<file path="src/include/tcc_defs.svh">
`ifndef TCC_DEFS_SVH
`define TCC_DEFS_SVH
// register byte offsets
`define TCC_OFS_CTRL    8'h00
`define TCC_OFS_SLAVE   8'h04
`define TCC_OFS_OPTION  8'h08
`define TCC_OFS_MODE    8'h0c
`define TCC_OFS_ENABLE  8'h10
`define TCC_OFS_EVGEN   8'h14
`define TCC_OFS_FLAG    8'h18
`define TCC_OFS_MISS    8'h1c
`define TCC_OFS_IRQEN   8'h20
`define TCC_OFS_CCR0    8'h24
`define TCC_OFS_CCR1    8'h28
`define TCC_OFS_COUNT   8'h2c
// field positions
`define TCC_CNT_W       16
`define TCC_NCH         2
`define TCC_MODE_STRIDE 16
`define TCC_ENA_STRIDE  4
`define TCC_FLAG_BASE   1
// encodings
`define TCC_DIR_OUT     2'h0
`define TCC_DIR_OWN     2'h1
`define TCC_DIR_NEIGH   2'h2
`define TCC_SRC_PCLK    2'h0
`define TCC_SRC_1K      2'h1
`define TCC_SRC_32K     2'h2
`define TCC_SRC_PIN     2'h3
`define TCC_OCM_LOW     3'h4
`define TCC_OCM_HIGH    3'h5
`define TCC_SMS_RESET   3'h4
`define TCC_TS_CH0      3'h5
`define TCC_TS_CH1      3'h6
`define TCC_FILT_NONE   4'h0
`define TCC_FILT_8      4'h3
`endif

</file>
<file path="src/include/tcc_pkg.sv">
`include "tcc_defs.svh"
package tcc_pkg;
  // per-channel configuration and state
  typedef struct packed {
    logic [1:0]               dirSel;   // channel_direction_select
    logic [1:0]               icps;     // input_prescaler_setting
    logic [3:0]               icf;      // input_filter_setting
    logic [2:0]               ocm;      // output_mode_field
    logic                     cce;      // channel_enable_bit
    logic                     ccp;      // channel_polarity_bit
    logic                     ie;       // interrupt enable
    logic [`TCC_CNT_W-1:0]    ccr;      // buffer, software view
    logic [`TCC_CNT_W-1:0]    shadow;   // capture / compare shadow
    logic                     filt;     // filtered_channel_input
    logic [3:0]               fcnt;     // filter run length
    logic                     prevF;    // last filtered level
    logic [2:0]               psc;      // capture prescaler count
    logic                     capPend;  // shadow loaded, copy due
    logic                     outRef;   // output_reference
    logic                     flag;     // channel_event_flag
    logic                     miss;     // missed_capture_flag
  } tcc_ch_s;
  // whole module state
  typedef struct packed {
    logic                     cen;      // counter_enable_bit
    logic [2:0]               sms;      // slave_mode_select
    logic [2:0]               ts;       // trigger_select
    logic [3:0]               etf;      // ext_trigger_filter
    logic [1:0]               etps;     // ext_trigger_prescaler
    logic                     ece;      // ext_clock_mode2_enable
    logic                     etp;      // ext_trigger_polarity
    logic [1:0]               extSel;   // ext_trigger_source_select
    logic                     gateEn;   // clock_gate_enable
    logic                     pclkDiv;  // pclk-derived trigger source
    logic                     etrFilt;
    logic [3:0]               etrFcnt;
    logic                     etrPrev;
    logic [2:0]               etrPsc;
    logic                     etrpTog;  // prescaled_ext_trigger as toggle
    logic                     sync1;
    logic                     sync2;
    logic                     sync2d;
    logic [`TCC_CNT_W-1:0]    cnt;
    tcc_ch_s [`TCC_NCH-1:0]   ch;
  } tcc_state_s;
endpackage : tcc_pkg

</file>
<file path="src/tcc_timer_channels.sv">
`timescale 1ns/1ps
`include "tcc_defs.svh"
module tcc_timer_channels
  import tcc_pkg::*;
(
  input  wire logic                     mclk,
  input  wire logic                     rstn,
  input  wire logic                     psel,
  input  wire logic                     penable,
  input  wire logic                     pwrite,
  input  wire logic [7:0]               paddr,
  input  wire logic [31:0]              pwdata,
  output logic      [31:0]              prdata,
  output logic                          pready,
  output logic                          pslverr,
  input  wire logic                     clk1kIn,
  input  wire logic                     clk32kIn,
  input  wire logic                     timerClockPin,
  input  wire logic                     timerClockGatePin,
  input  wire logic [`TCC_NCH-1:0]      channelInputPin,
  output logic      [`TCC_NCH-1:0]      channelOutput,
  output logic      [`TCC_NCH-1:0]      channelOutputEn,
  output logic      [`TCC_NCH-1:0]      ccIrq,
  output logic      [`TCC_CNT_W-1:0]    counterValue
);
  import tcc_pkg::*;

  tcc_state_s                s;          // registered state
  tcc_state_s                next_s;     // next state
  logic                      wrEn;       // write access phase
  logic                      rdEn;       // read access phase
  logic [`TCC_NCH-1:0]       chRaw;      // selected pin per channel
  logic [`TCC_NCH-1:0]       chEdge;     // edge_selected_channel_input
  logic                      trig;       // slave controller trigger
  logic                      etrTick;    // resynchronised counter clock
  logic                      etrRaw;     // ext_trigger_input

  // filter length minus one; longer codes saturate at eight samples
  function automatic logic [3:0] filtLim(input logic [3:0] f);
    unique case (f)
      4'h0:    filtLim = 4'h0;
      4'h1:    filtLim = 4'h1;
      4'h2:    filtLim = 4'h3;
      default: filtLim = 4'h7;
    endcase
  endfunction : filtLim

  // edges per prescaler period minus one
  function automatic logic [2:0] pscLim(input logic [1:0] p);
    unique case (p)
      2'h0: pscLim = 3'h0;
      2'h1: pscLim = 3'h1;
      2'h2: pscLim = 3'h3;
      2'h3: pscLim = 3'h7;
    endcase
  endfunction : pscLim

  // zero-wait apb, accesses complete in the first access cycle
  assign pready  = 1'b1;
  assign wrEn    = psel & penable & pwrite;
  assign rdEn    = psel & penable & ~pwrite;
  assign counterValue = s.cnt;

  // trigger source mux
  always_comb
  begin
    unique case (s.extSel)
      `TCC_SRC_PCLK: etrRaw = s.pclkDiv;
      `TCC_SRC_1K:   etrRaw = clk1kIn;
      `TCC_SRC_32K:  etrRaw = clk32kIn;
      `TCC_SRC_PIN:  etrRaw = timerClockPin & (~s.gateEn | timerClockGatePin);
    endcase
  end

  // counter tick is an edge of the second sync stage only
  assign etrTick = s.sync2 ^ s.sync2d;

  // per-channel pin routing and edge detection
  always_comb
  begin
    for (int i = 0; i < `TCC_NCH; i++)
    begin
      // neighbour routing lets channel 1 capture from pin 0
      chRaw[i] = (s.ch[i].dirSel == `TCC_DIR_NEIGH) ? channelInputPin[(i + 1) % `TCC_NCH]
                                                    : channelInputPin[i];
      // polarity picks rising or falling filtered edge
      chEdge[i] = s.ch[i].ccp ? (s.ch[i].prevF & ~s.ch[i].filt)
                              : (~s.ch[i].prevF & s.ch[i].filt);
      ccIrq[i] = s.ch[i].flag & s.ch[i].ie;
      channelOutput[i] = s.ch[i].outRef ^ s.ch[i].ccp;
      channelOutputEn[i] = (s.ch[i].dirSel == `TCC_DIR_OUT) & s.ch[i].cce;
    end
  end

  // slave trigger: either channel edge, by trigger select
  assign trig = (s.ts == `TCC_TS_CH0) ? chEdge[0] :
                (s.ts == `TCC_TS_CH1) ? chEdge[1] : 1'b0;

  // register read mux, answer is combinational from flops
  always_comb
  begin
    prdata  = 32'h0;
    pslverr = 1'b0;
    unique case (paddr)
      `TCC_OFS_CTRL:   prdata[0] = s.cen;
      `TCC_OFS_SLAVE:  prdata[15:0] = {s.etp, s.ece, s.etps, s.etf, 1'b0, s.ts, 1'b0, s.sms};
      `TCC_OFS_OPTION: prdata[2:0] = {s.gateEn, s.extSel};
      `TCC_OFS_MODE:
      begin
        for (int i = 0; i < `TCC_NCH; i++)
          prdata[i*`TCC_MODE_STRIDE +: 11] = {s.ch[i].ocm, s.ch[i].icf, s.ch[i].icps,
                                              s.ch[i].dirSel};
      end
      `TCC_OFS_ENABLE:
      begin
        for (int i = 0; i < `TCC_NCH; i++)
          prdata[i*`TCC_ENA_STRIDE +: 2] = {s.ch[i].ccp, s.ch[i].cce};
      end
      `TCC_OFS_EVGEN:  prdata = 32'h0;
      `TCC_OFS_FLAG:
      begin
        for (int i = 0; i < `TCC_NCH; i++)
          prdata[`TCC_FLAG_BASE + i] = s.ch[i].flag;
      end
      `TCC_OFS_MISS:
      begin
        for (int i = 0; i < `TCC_NCH; i++)
          prdata[`TCC_FLAG_BASE + i] = s.ch[i].miss;
      end
      `TCC_OFS_IRQEN:
      begin
        for (int i = 0; i < `TCC_NCH; i++)
          prdata[`TCC_FLAG_BASE + i] = s.ch[i].ie;
      end
      `TCC_OFS_CCR0:   prdata[`TCC_CNT_W-1:0] = s.ch[0].ccr;
      `TCC_OFS_CCR1:   prdata[`TCC_CNT_W-1:0] = s.ch[1].ccr;
      `TCC_OFS_COUNT:  prdata[`TCC_CNT_W-1:0] = s.cnt;
      default:         pslverr = psel & penable;
    endcase
  end

  // next-state logic for the whole block
  always_comb
  begin
    logic etrIn;
    logic capPulse;
    logic setFlag;
    logic clrFlag;
    logic [7:0] ccrOfs;
    etrIn    = 1'b0;
    capPulse = 1'b0;
    setFlag  = 1'b0;
    clrFlag  = 1'b0;
    ccrOfs   = 8'h0;
    next_s   = s;
    next_s.pclkDiv = ~s.pclkDiv;

    // external trigger: polarity, filter, prescaler
    etrIn = etrRaw ^ s.etp;
    if (etrIn == s.etrFilt)
      next_s.etrFcnt = 4'h0;
    else if (s.etrFcnt >= filtLim(s.etf))
    begin
      next_s.etrFilt = etrIn;
      next_s.etrFcnt = 4'h0;
    end
    else
      next_s.etrFcnt = s.etrFcnt + 4'h1;
    next_s.etrPrev = s.etrFilt;
    if (s.etrFilt & ~s.etrPrev)
    begin
      // one toggle per full prescaler period
      if (s.etrPsc >= pscLim(s.etps))
      begin
        next_s.etrPsc  = 3'h0;
        next_s.etrpTog = ~s.etrpTog;
      end
      else
        next_s.etrPsc = s.etrPsc + 3'h1;
    end
    // two-flop crossing of the prescaled trigger
    next_s.sync1  = s.etrpTog;
    next_s.sync2  = s.sync1;
    next_s.sync2d = s.sync2;

    // counter: reset mode wins over counting
    if ((s.sms == `TCC_SMS_RESET) & trig)
      next_s.cnt = '0;
    else if (s.cen & (~s.ece | etrTick))
      next_s.cnt = s.cnt + 1'b1;

    // register writes
    if (wrEn)
    begin
      unique case (paddr)
        `TCC_OFS_CTRL:   next_s.cen = pwdata[0];
        `TCC_OFS_SLAVE:
        begin
          next_s.sms  = pwdata[2:0];
          next_s.ts   = pwdata[6:4];
          next_s.etf  = pwdata[11:8];
          next_s.etps = pwdata[13:12];
          next_s.ece  = pwdata[14];
          next_s.etp  = pwdata[15];
        end
        `TCC_OFS_OPTION:
        begin
          next_s.extSel = pwdata[1:0];
          next_s.gateEn = pwdata[2];
        end
        default: ;
      endcase
    end

    for (int i = 0; i < `TCC_NCH; i++)
    begin
      ccrOfs = (i == 0) ? `TCC_OFS_CCR0 : `TCC_OFS_CCR1;
      // input filter on the selected pin
      if (chRaw[i] == s.ch[i].filt)
        next_s.ch[i].fcnt = 4'h0;
      else if (s.ch[i].fcnt >= filtLim(s.ch[i].icf))
      begin
        next_s.ch[i].filt = chRaw[i];
        next_s.ch[i].fcnt = 4'h0;
      end
      else
        next_s.ch[i].fcnt = s.ch[i].fcnt + 4'h1;
      next_s.ch[i].prevF = s.ch[i].filt;

      capPulse = 1'b0;
      setFlag  = 1'b0;
      if (s.ch[i].dirSel != `TCC_DIR_OUT)
      begin
        // capture prescaler, counts only enabled edges
        if (chEdge[i] & s.ch[i].cce)
        begin
          if (s.ch[i].psc >= pscLim(s.ch[i].icps))
          begin
            next_s.ch[i].psc = 3'h0;
            capPulse = 1'b1;
          end
          else
            next_s.ch[i].psc = s.ch[i].psc + 3'h1;
        end
        next_s.ch[i].capPend = capPulse;
        if (capPulse)
          next_s.ch[i].shadow = s.cnt;
        if (s.ch[i].capPend)
        begin
          next_s.ch[i].ccr = s.ch[i].shadow;
          setFlag = 1'b1;
          if (s.ch[i].flag)
            next_s.ch[i].miss = 1'b1;
        end
      end
      else
      begin
        // compare path; forced levels do not stop matching
        next_s.ch[i].capPend = 1'b0;
        next_s.ch[i].psc     = 3'h0;
        next_s.ch[i].shadow  = s.ch[i].ccr;
        if (s.ch[i].shadow == s.cnt)
          setFlag = 1'b1;
        if (s.ch[i].ocm == `TCC_OCM_HIGH)
          next_s.ch[i].outRef = 1'b1;
        else if (s.ch[i].ocm == `TCC_OCM_LOW)
          next_s.ch[i].outRef = 1'b0;
      end

      // software clears; hardware set below wins
      clrFlag = (wrEn & (paddr == `TCC_OFS_FLAG) & pwdata[`TCC_FLAG_BASE + i]) |
                (rdEn & (paddr == ccrOfs));
      if (wrEn & (paddr == `TCC_OFS_EVGEN) & pwdata[`TCC_FLAG_BASE + i])
        setFlag = 1'b1;
      if (clrFlag)
        next_s.ch[i].flag = 1'b0;
      if (setFlag)
        next_s.ch[i].flag = 1'b1;
      if (wrEn & (paddr == `TCC_OFS_MISS) & pwdata[`TCC_FLAG_BASE + i] &
          ~(s.ch[i].capPend & s.ch[i].flag))
        next_s.ch[i].miss = 1'b0;

      // configuration writes
      if (wrEn & (paddr == `TCC_OFS_MODE))
      begin
        next_s.ch[i].dirSel = pwdata[i*`TCC_MODE_STRIDE +: 2];
        next_s.ch[i].icps   = pwdata[i*`TCC_MODE_STRIDE + 2 +: 2];
        next_s.ch[i].icf    = pwdata[i*`TCC_MODE_STRIDE + 4 +: 4];
        next_s.ch[i].ocm    = pwdata[i*`TCC_MODE_STRIDE + 8 +: 3];
      end
      if (wrEn & (paddr == `TCC_OFS_ENABLE))
      begin
        next_s.ch[i].cce = pwdata[i*`TCC_ENA_STRIDE];
        next_s.ch[i].ccp = pwdata[i*`TCC_ENA_STRIDE + 1];
      end
      if (wrEn & (paddr == `TCC_OFS_IRQEN))
        next_s.ch[i].ie = pwdata[`TCC_FLAG_BASE + i];
      // value writable only in output direction
      if (wrEn & (paddr == ccrOfs) & (s.ch[i].dirSel == `TCC_DIR_OUT))
        next_s.ch[i].ccr = pwdata[`TCC_CNT_W-1:0];
    end
  end

  // single state register
  always_ff @(posedge mclk or negedge rstn)
  begin
    if (!rstn)
      s <= '0;
    else
      s <= next_s;
  end
endmodule : tcc_timer_channels

</file>
<file path="config.mk">
export PLATFORM = sky130hd
export DESIGN_NAME = tcc_timer_channels
export DESIGN_NICKNAME = d
export VERILOG_FILES = /design/src/include/tcc_pkg.sv /design/src/tcc_timer_channels.sv
export VERILOG_INCLUDE_DIRS = /design/src /design/src/include
export SDC_FILE = /design/constraint.sdc
export NUM_CORES = 1
export LEC_CHECK = 0
export BUFFER_PORTS_ARGS = -buffer_cell sky130_fd_sc_hd__buf_2
export CELL_PAD_IN_SITES_DETAIL_PLACEMENT = 0
export CELL_PAD_IN_SITES_GLOBAL_PLACEMENT = 1
export CORE_MARGIN = 2
export CORE_UTILIZATION = 50
export CTS_BUF_LIST = sky130_fd_sc_hd__clkbuf_8
export DETAILED_ROUTE_END_ITERATION = 8
export PLACE_DENSITY_LB_ADDON = 0.15
export SYNTH_ARGS = -nofsm -noshare
export SYNTH_HDL_FRONTEND = slang
export SYNTH_SLANG_ARGS = --single-unit
</file>
<file path="constraint.sdc">
create_clock -name mclk -period 6.1 [get_ports mclk]
set_input_delay 1.83 -clock mclk [delete_from_list [all_inputs] [get_ports mclk]]
set_output_delay 1.83 -clock mclk [all_outputs]
set_load 0.02 [all_outputs]
</file>
=== Word-level counts from Yosys, hierarchy flattened ===
Cells that the tools add are included.

* Register bits: 166
* Output and inout port bits: 56

* Add/sub/neg operators: 7
* Magnitude comparators: 6
* Equality and inequality tests: 47
* Multiplexer cells: 85
* Bitwise logic cells: 64
* Reductions and logical operators: 41

{| class="wikitable"
|+ Operators by type and width
! operator !! number
|-
| $mux 16 || 12
|-
| $mux 4 || 11
|-
| $and 1x1->1 || 39
|-
| $mux 1 || 37
|-
| $pmux 3 s4 || 3
|-
| $reduce_bool 2->1 || 17
|-
| $eq 16x16->1 || 2
|-
| $eq 8x5->1 const B || 4
|-
| $eq 8x6->1 const B || 4
|-
| $mux 3 || 10
|-
| $pmux 3 s3 || 3
|-
| $pmux 5 s5 || 1
|-
| $reduce_and 2->1 || 11
|-
| $eq 3x3->1 const B || 7
|-
| $eq 2x2->1 const B || 10
|-
| $pmux 5 s4 || 1
|-
| $not 1->1 || 17
|-
| $add 16x1->16 const B || 1
|-
| $eq 8x4->1 const B || 2
|-
| $add 4x1->4 const B || 3
|-
| $eq 4x1->1 const B || 3
|-
| $eq 4x2->1 const B || 3
|-
| $ge 4x4->1 || 3
|-
| $logic_not 2->1 || 6
|-
| other kinds (18) || 40
|}

=== Depth between registers and ports, before layout ===
Gate-level depths: netlist (run 1).

* Word-level depth: 12
* Gate-level depth with buffers: 9
* Depth with buffers taken out: 8

=== Least setup slack after synthesis (run 1) ===
No wires, ideal clock.

* Kind: input -> output
* Start point: input port paddr[2]
* End point: output port prdata[2]
* Arrival: 3268 ps
* Slack: 1002 ps
* Cell stages on the path: 5
* Path buffers: 2
* Cells stage by stage: clkbuf_1 buf_1 mux4_2 a32oi_1 o21ai_0

* Word-level cells in the longest chain between the ends: 2
* Elaborated cells on any way between the ends: 10
* Those cells by class: eq/ne (9); mux (1)

{| class="wikitable"
|+ RTL lines
! item !! RTL line !! text
|-
| start, declared || tcc_timer_channels.sv:11 || <nowiki>input wire logic [7:0] paddr,</nowiki>
|-
| $eq 8x6->1 (tied with other cells) || tcc_timer_channels.sv:104 || <nowiki>unique case (paddr)</nowiki>
|-
| $pmux 1 s9 * || tcc_timer_channels.sv:104 ||
|-
| end, declared || tcc_timer_channels.sv:13 || <nowiki>output logic [31:0] prdata,</nowiki>
|}

Every way passes the cells marked *; elsewhere a longest branch is shown, timed or not.

=== Final worst setup path (run 1) ===
* Start point: input port paddr[3]
* End point: output port prdata[1]

* Word-level cells in the longest chain between the ends: 2
* Elaborated cells on any way between the ends: 11
* Those cells by class: eq/ne (10); mux (1)

{| class="wikitable"
|+ RTL lines
! item !! RTL line
|-
| $eq 8x6->1 (tied with other cells) || tcc_timer_channels.sv:104
|-
| $pmux 1 s10 * || tcc_timer_channels.sv:104
|}

Marked as above.

==> results of run 1 <==
-- cells by family (layout without fill, tap and decap cells) --
group,count (synthesis),count (layout),share of synthesized area (%)
XOR/XNOR,58,58,5.72
AND/OR/NAND/NOR,321,321,17.6
buffers and inverters,103,165,5.48
multiplexers,66,66,8.43
AO/OA/AOI/OAI,198,198,13.8
adder cells (fa/ha/maj),25,25,3.42
other,2,7,0.0822
flip-flops,166,166,45.5
-- stage by stage --
| stage | hold WS [ns] | cells | power [mW] | instance area [um2] | util, % |
|---|---|---|---|---|---|
| 4_1_cts | 0.356 | 1234 | 2.37 | 10100 | 56.2 |
| 2_1_floorplan | 0.331 | 943 | 1.37 | 9150 | - |
| 6_report | 0.355 | 1235 | 2.36 | 10100 | 56.3 |
| 3_5_place_dp | 0.335 | 1202 | 1.47 | 9650 | 53.7 |
| 5_1_grt | 0.365 | 1234 | 2.46 | 10100 | 56.2 |
| 3_3_place_gp | 0.334 | 1202 | 1.47 | 9650 | 53.7 |
-- state kept, by name (all words and copies together), names as in the netlist --
name,cells
s,144
counterValue,16
next_s,6
-- placed cells by master, fill, tap and decap left out, drive strengths merged, types with 14 or more instances in the layout --
cell and instances:
a21oi 84, a221o 16, a22oi 39, and3 30, buf 115, clkbuf 20, dfrtp 166, ha 25
inv 22, mux2 58, nand2 100, nand2b 15, nand3 17, nand4 14, nor2 83, o21ai 32
xnor2 39, xor2 18
-- layout make-up --
| class | instances | area, um2 | share of cell area [%] |
|---|---|---|---|
| Antenna cell | 1 | 2.50 | 0.0248 |
| Clock buffer | 20 | 275 | 2.72 |
| Clock inverter | 12 | 175 | 1.73 |
| Inverter | 18 | 67.6 | 0.669 |
| Multi-Input combinational cell | 674 | 4510 | 44.7 |
| Sequential cell | 166 | 4150 | 41.1 |
| Tap cell | 229 | 287 | 2.84 |
| Timing Repair Buffer | 115 | 632 | 6.25 |
-- worst max path at each step --
stage | to | slack [ns] | cells past startpoint
floorplan | prdata[2] | 1.00 | 5
global placement | prdata[4] | 0.71 | 8
detailed placement | prdata[0] | 0.74 | 6
CTS | prdata[2] | 0.72 | 6
global route | prdata[1] | 0.55 | 8
finish | prdata[1] | 0.61 | 8
-- critical path, delay by kind of cell --
family	cells	cell delay, ns
compound gates	3	0.82
simple gates	2	0.17
buf+inv	3	0.83
-- power by group --
group | leakage, nW | switching (mW) | internal [mW]
sequential | 2.24 | 0.0484 | 1.15
clock | 0.226 | 0.434 | 0.479
combinational | 2.42 | 0.157 | 0.0994
total | 4.89 | 0.639 | 1.73
-- metal layers --
| layer | up-vias | routed length [um] |
|---|---|---|
| met5 | - | 0 |
| met4 | 0 | 437 |
| met3 | 34 | 1860 |
| met2 | 299 | 12300 |
| met1 | 3616 | 11700 |
| li1 | 3384 | - |
==> metrics.yaml, run 1 <==
status: "completed"
die-width_um: 139
netlist_area_um2: 9140
grt_pass1_vias: 7277
crit_path_max_incr_delay_ns: 0.40
worstPathArrival_ns: 3.66
cts_buffer_depth: 2
io_pins: 107
synth_area_leaders: "dfrtp_1, mux2_2, a21oi_1, nand2_1, xnor2_1"
drtIter0Drc: 658
reg2reg_to: "s[82]$_DFFE_PN0P_"
min_to: "next_s[134]$_DFF_PN0_"
cts_resized: 0
grt_usage_pct: 28.0
avgSynthCellArea_um2: 9.73
worstMarginPinSlew_ns: 1.10
ys_types: 59
place_ws_ns: 0.737
tns_ns: 0
first_pass_iters: 5
place_congestion: 0.864
routed-via-count: 7333
yosys.area.top_type_share_pct: 45.5
cts_sinks: 166
cp-start-kind: "input port"
grt_pass1_wl_um: 42100
grt_start_max_net_pins: 104
slew_violations: 0
cts_hold_buf: 0
wirelength_um: 26300
cellLeakagePower_nw: 4.89
setup_violations: 0
grtUsageMet3_pct: 5.87
finalClockSkew_ns: 0.0114
worstPathCellList: "buf_2, nor2b_1, buf_4, a22oi_1, nor3_1, a2111oi_0, o21ai_0, buf_2"
yosysSeqAreaShare_pct: 45.5
crit_path_top_delay_cell: "a2111oi_0"
period_minus_slack_ns: 5.49
yosysMostFrequentCell: "dfrtp_1"
critPathMostFrequentCell: "buf_2"
worst_hold_path_type: "reg2reg"
dp_hpwl_um: 18100
cp-end-kind: "primary output"
grtUsageMet2_pct: 45.0
ys_ff_latch: 166
clk_latency_ns: 0.47
synthCells: 939
cp_max_fo: 16
vias_per_cell: 5.94
coreArea_um2: 18000
start_util_pct: 50.9
synthFlopType: "dfrtp_1"
nets: 1068
async_reset_ff_share_pct: 100
antenna_found_initial: 0
drive_above_1_share_pct: 22.3
dieArea_um2: 19400
fin_ws_ns: 0.610
cts_root_buffer: "clkbuf_8"
timing.slew.headroom_pct: 26.5
clock.fmax_ghz: 0.182
grt.busiest_layer: "met2"
fin_crit_sh_pct: 90.0
r2r_setup_slack_ns: 3.21
cts_tree: "done"
rows: 49
synth.largest_area_cell: "dfrtp_1"
drc_errors: 0
h-tree-depth: 4
hp-start: "next_s[135]$_DFF_PN0_"
use_met1_pct: 39.1
cts_made_buffers: 17
r2r_start: "s[114]$_DFFE_PN0P_"
path_class: "in2out"
syn2layout_area_growth_pct: 10.6
postCtsSetupBuffers: 0
ys_warn_count: 0
startpoint: "paddr[3]"
path_clk_slew_ns: 0.09
die_y_um: 139
crit_required_ns: 4.27
drv_cap: 0
port_buffers: 95
worst_r2r_path_depth: 7
ant_nets: 0
vdd_drop_max_mv: 0.147
rsz0062_at_grt: "no"
wl_per_cell_um: 21.3
finalHoldViolations: 0
powerDensity_nw_per_um2: 234
grt_overflow: 0
synth_edf_count: 0
hold_depth: 0
fillers: 1634
synthTopCellsByCount: "dfrtp_1, nand2_1, a21oi_1"
Note: power is estimated with default switching activity, not from simulation.
==> run 2, diff against run 1 <==
CORE_UTILIZATION = 47   (was 50)
GPL_TIMING_DRIVEN = 0   (was default)
clock period = 6.3 ns   (was 6.1 ns; I/O delays follow)
==> metrics.yaml, run 2 (synthesis results as in run 1) <==
vias_per_cell: 5.55
crit_required_ns: 4.41
cts_root_buffer: "clkbuf_8"
r2r_setup_slack_ns: 3.20
grt.busiest_layer: "met2"
cp_max_fo: 10
use_met1_pct: 37.4
finalHoldViolations: 0
cp-start-kind: "input port"
coreArea_um2: 18900
finalClockSkew_ns: 0.0101
final_core_util_pct: 55.0
ant_nets: 0
grt_pass1_wl_um: 40800
die-width_um: 143
regMostFlops: "s"
drive_above_1_share_pct: 22.1
drv_cap: 0
path_clk_slew_ns: 0.09
start_util_pct: 48.4
slew_violations: 0
final_common_cell: "dfrtp_1"
worst_r2r_path_depth: 9
setup_violations: 0
seqPwrFrac_pct: 52.2
p_switching_mw: 0.636
h-tree-depth: 4
vdd_drop_max_mv: 0.149
place_congestion: 0.864
wirelength_um: 26000
largest_register_ffs: 144
crit_family: "buffers and inverters"
grtUsageMet2_pct: 41.3
port_buffers: 93
drc_errors: 0
fin_cells: 1330
worst_hold_path_type: "reg2reg"
worstPathCellList: "buf_2, clkbuf_1, and3_1, clkbuf_1, a22oi_1, o21ai_0, buf_2"
cellLeakagePower_nw: 5.01
cts_sinks: 166
syn2layout_area_growth_pct: 13.6
dp_hpwl_um: 19500
clockPowerShare_pct: 35.5
fillers: 1824
drtIter0Drc: 584
status: "completed"
grt_usage_pct: 26.5
clk_latency_ns: 0.46
antenna_found_initial: 1
rows: 50
grtUsageMet3_pct: 5.36
place_inst: 1297
io_pins: 107
place_ws_ns: 0.0490
internal-power_mw: 1.57
cp-end-kind: "primary output"
rsz0062_at_grt: "no"
path_class: "in2out"
crit_path_top_delay_cell: "clkbuf_1"
grt_pass1_vias: 6973
die_y_um: 143
dieArea_um2: 20600
period_minus_slack_ns: 6.08
tns_ns: 0
clock.fmax_ghz: 0.165
timing.slew.headroom_pct: 31.6
worst-path-buf-inv: 4
fin_crit_sh_pct: 96.5
powerDensity_nw_per_um2: 212
mostFrequentLayoutCells: "dfrtp_1, nand2_1, buf_2, a21oi_1, nor2_1"
fin_ws_ns: 0.221
worstMarginPinSlew_ns: 1.02
cts_tree: "done"
wl_per_cell_um: 19.5
hold_depth: 0
p_comb_share_pct: 12.2
grt_start_max_net_pins: 101
path_depth: 7
p_sw_share_pct: 28.9
cts_buffer_depth: 2
cts_made_buffers: 17
grt_overflow: 0
crit_path_max_incr_delay_ns: 0.61
routed-via-count: 7386
worstPathArrival_ns: 4.19
nets: 1132
first_pass_iters: 5
==> run 2: through the flow <==
stage / instance area [um2] / hold slack (ns) / power (mW)
global route: 10400 / 0.417 / 2.30
global placement: 9940 / 0.377 / 1.43
detailed placement: 9980 / 0.383 / 1.44
finish: 10400 / 0.404 / 2.20
floorplan: 9150 / 0.331 / 1.32
CTS: 10400 / 0.399 / 2.22
==> run 2: layer usage <==
layer / vias to the layer above / wire length, um
li1: 3522 / -
met5: - / 0
met1: 3603 / 11800
met4: 0 / 517
met2: 236 / 12000
met3: 25 / 1610
==> run 2: path summary, 6_finish.rpt <==
kind                                 endpoint                   from
hold reg to reg              s[134]$_DFF_PN0_  next_s[134]$_DFF_PN0_
min in group asynchronous     s[62]$_DFF_PN0_                   rstn
setup reg to reg            s[72]$_DFFE_PN0P_     s[114]$_DFFE_PN0P_
max in group asynchronous  s[152]$_DFFE_PN0P_                   rstn
hold / removal               s[134]$_DFF_PN0_  next_s[134]$_DFF_PN0_
setup / recovery                   prdata[10]               paddr[2]
==> run 2: worst register-to-register path, stage by stage (launching register included) <==
cell	delay (ns)
dfrtp_1	0.43
or2_2	0.29
ha_1	0.27
nor2b_1	0.04
o21ai_0	0.57
nor2b_1	0.35
clkbuf_1	0.34
clkbuf_1	0.43
a21oi_1	0.14
a21oi_1	0.16
==> run 2: timing repair <==
action,4_1_cts,5_1_grt
endpoints found under the setup margin,0,6
buffers inserted,0,0
hold buffers,0,0
resized for setup,0,2
==> run 2: cell type report <==
cell class	count	area [um2]	area share (%)
diodes	1	2.50	0.0241
plain buffers	85	434	4.18
clock buffers	20	275	2.65
clock inverters	12	118	1.13
inverters	18	67.6	0.651
multi-input cells	674	4500	43.4
flip-flops and latches	166	4150	40.0
well taps	260	325	3.13
repair buffers	94	503	4.84
==> run 2: power by group through the flow <==
stage / registers, mW / clock network, mW / logic (mW)
after floorplan: 1.16 / 0 / 0.163
after global placement: 1.17 / 0 / 0.264
after detailed placement: 1.17 / 0 / 0.268
after CTS: 1.15 / 0.801 / 0.270
after global routing: 1.16 / 0.841 / 0.300
final: 1.15 / 0.782 / 0.270
==> run 3, diff against run 2 <==
BUFFER_PORTS_ARGS = -buffer_cell sky130_fd_sc_hd__buf_4   (was -buffer_cell sky130_fd_sc_hd__buf_2)
CAP_MARGIN = 10   (was default)
==> metrics.yaml, run 3 (synthesis results as in run 1) <==
port_buffers: 93
timing.slew.headroom_pct: 28.9
final_common_cell: "dfrtp_1"
worst_hold_path_type: "reg2reg"
grt_usage_pct: 26.4
internal-power_mw: 1.55
grt_pass1_vias: 7086
rsz0062_at_grt: "no"
crit_required_ns: 4.41
clk_latency_ns: 0.46
syn2layout_area_growth_pct: 15.6
place_ws_ns: 0.0871
fin_crit_sh_pct: 94.5
cellLeakagePower_nw: 5.01
io_pins: 107
final_core_util_pct: 55.9
multiInputGateArea_um2: 4500
dieArea_um2: 20600
cp_max_fo: 10
setup_violations: 0
drtIter0Drc: 513
antenna_found_initial: 0
regMostFlops: "s"
path_clk_slew_ns: 0.08
drive_above_1_share_pct: 21.7
p_comb_share_pct: 12.9
clock.fmax_ghz: 0.168
grt_overflow: 0
cts_buffer_depth: 2
startpoint: "paddr[2]"
wirelength_um: 26000
crit_path_max_incr_delay_ns: 0.58
finalHoldViolations: 0
hp-start: "next_s[135]$_DFF_PN0_"
cp-end-kind: "primary output"
ant_nets: 0
nets: 1132
period_minus_slack_ns: 5.95
cts_made_buffers: 17
cts_root_buffer: "clkbuf_8"
critPathMostFrequentCell: "buf_4"
crit_path_top_delay_cell: "clkbuf_1"
fillers: 1806
coreArea_um2: 18900
worstPathCellList: "buf_4, clkbuf_1, clkbuf_2, mux2_2, a22oi_1, o22ai_1, buf_4"
drv_cap: 0
wl_per_cell_um: 19.6
die-width_um: 143
routed-via-count: 7416
cts_sinks: 166
ff_latch_area_um2: 4150
vdd_drop_max_mv: 0.125
cts_tree: "done"
cp-start-kind: "input port"
path_class: "in2out"
die_y_um: 143
p_sw_share_pct: 27.9
powerDensity_nw_per_um2: 203
place_congestion: 0.875
first_pass_iters: 5
dp_hpwl_um: 19700
drc_errors: 0
largest_register_ffs: 144
h-tree-depth: 4
start_util_pct: 48.4
vias_per_cell: 5.59
grt_pass1_wl_um: 40900
clockPowerShare_pct: 33.5
slew_violations: 0
tns_ns: 0
finalClockSkew_ns: 0.0101
r2r_start: "s[114]$_DFFE_PN0P_"
seqPwrFrac_pct: 53.6
fin_ws_ns: 0.348
worstPathArrival_ns: 4.06
grt_start_max_net_pins: 92
rows: 50
status: "completed"
diodes: 0
cts_hold_buf: 0
mostFrequentLayoutCells: "dfrtp_1, buf_4, nand2_1, a21oi_1, nor2_1"
p_switching_mw: 0.598
worstMarginPinSlew_ns: 1.06
[run 3: changes by cell type in the layout (fill, tap and decap cells not counted), sizes merged]
| cell | previous run | this run |
|---|---|---|
| clkinv | 6 | 3 |
| clkinvlp | 0 | 3 |
| inv | 23 | 21 |
| clkbuf | 70 | 69 |
| diode | 1 | 0 |
[run 3: power by group through the flow]
| stage | clock network [mW] | registers [mW] | logic, mW |
|---|---|---|---|
| after floorplan | 0 | 1.16 | 0.163 |
| after global placement | 0 | 1.17 | 0.273 |
| after detailed placement | 0 | 1.17 | 0.277 |
| after CTS | 0.729 | 1.15 | 0.277 |
| after global routing | 0.772 | 1.16 | 0.309 |
| final | 0.718 | 1.15 | 0.276 |
[run 3: area by class of cell]
class | count | share of cell area [%]
plain buffers | 85 | 4.11
inverters | 18 | 0.640
clock inverters | 10 | 0.794
flip-flops and latches | 166 | 39.3
repair buffers | 94 | 6.94
well taps | 260 | 3.08
clock buffers | 19 | 2.48
multi-input cells | 674 | 42.6
[run 3: worst paths after layout]
check / cells after the start / slack [ns] / to
max: 7 / 0.35 / prdata[6]
max reg2reg: 9 / 3.15 / s[78]$_DFFE_PN0P_
max in group asynchronous: 2 / 4.06 / s[0]$_DFFE_PN0P_
min reg2reg: 0 / 0.37 / next_s[134]$_DFF_PN0_
min: 0 / 0.37 / next_s[134]$_DFF_PN0_
min in group asynchronous: 1 / 1.38 / counterValue[2]$_DFFE_PN0P_
[run 3: timing repair]
item / 4_1_cts / 5_1_grt
endpoints found under the setup margin: 0 / 2
buffers inserted: 0 / 0
gates resized for setup: 0 / 2
endpoints found under the hold margin: 0 / 0
[run 3: routing by layer]
layer | part of all wire, % | vias to the layer above | GRT usage [%]
li1 | - | 3507 | -
met1 | 45 | 3638 | 36.7
met2 | 47 | 238 | 41.9
met3 | 6.0 | 33 | 4.53
met4 | 2.4 | 0 | 8.98
met5 | 0 | - | 0
[run 3: metrics by stage]
stage	total power [mW]	cell area (um2)	hold slack, ns	instances
final	2.14	10600	0.372	1326
after global routing	2.24	10600	0.369	1326
after CTS	2.16	10600	0.371	1326
after detailed placement	1.45	10200	0.358	1297
after global placement	1.44	10200	0.366	1296
after floorplan	1.32	9150	0.331	943
[run 3: worst max-delay path: cells and delay by family]
kind	cells	cell delay, ns
AO/OA/AOI/OAI	2	0.39
buffers and inverters	4	1.38
multiplexers	1	0.38
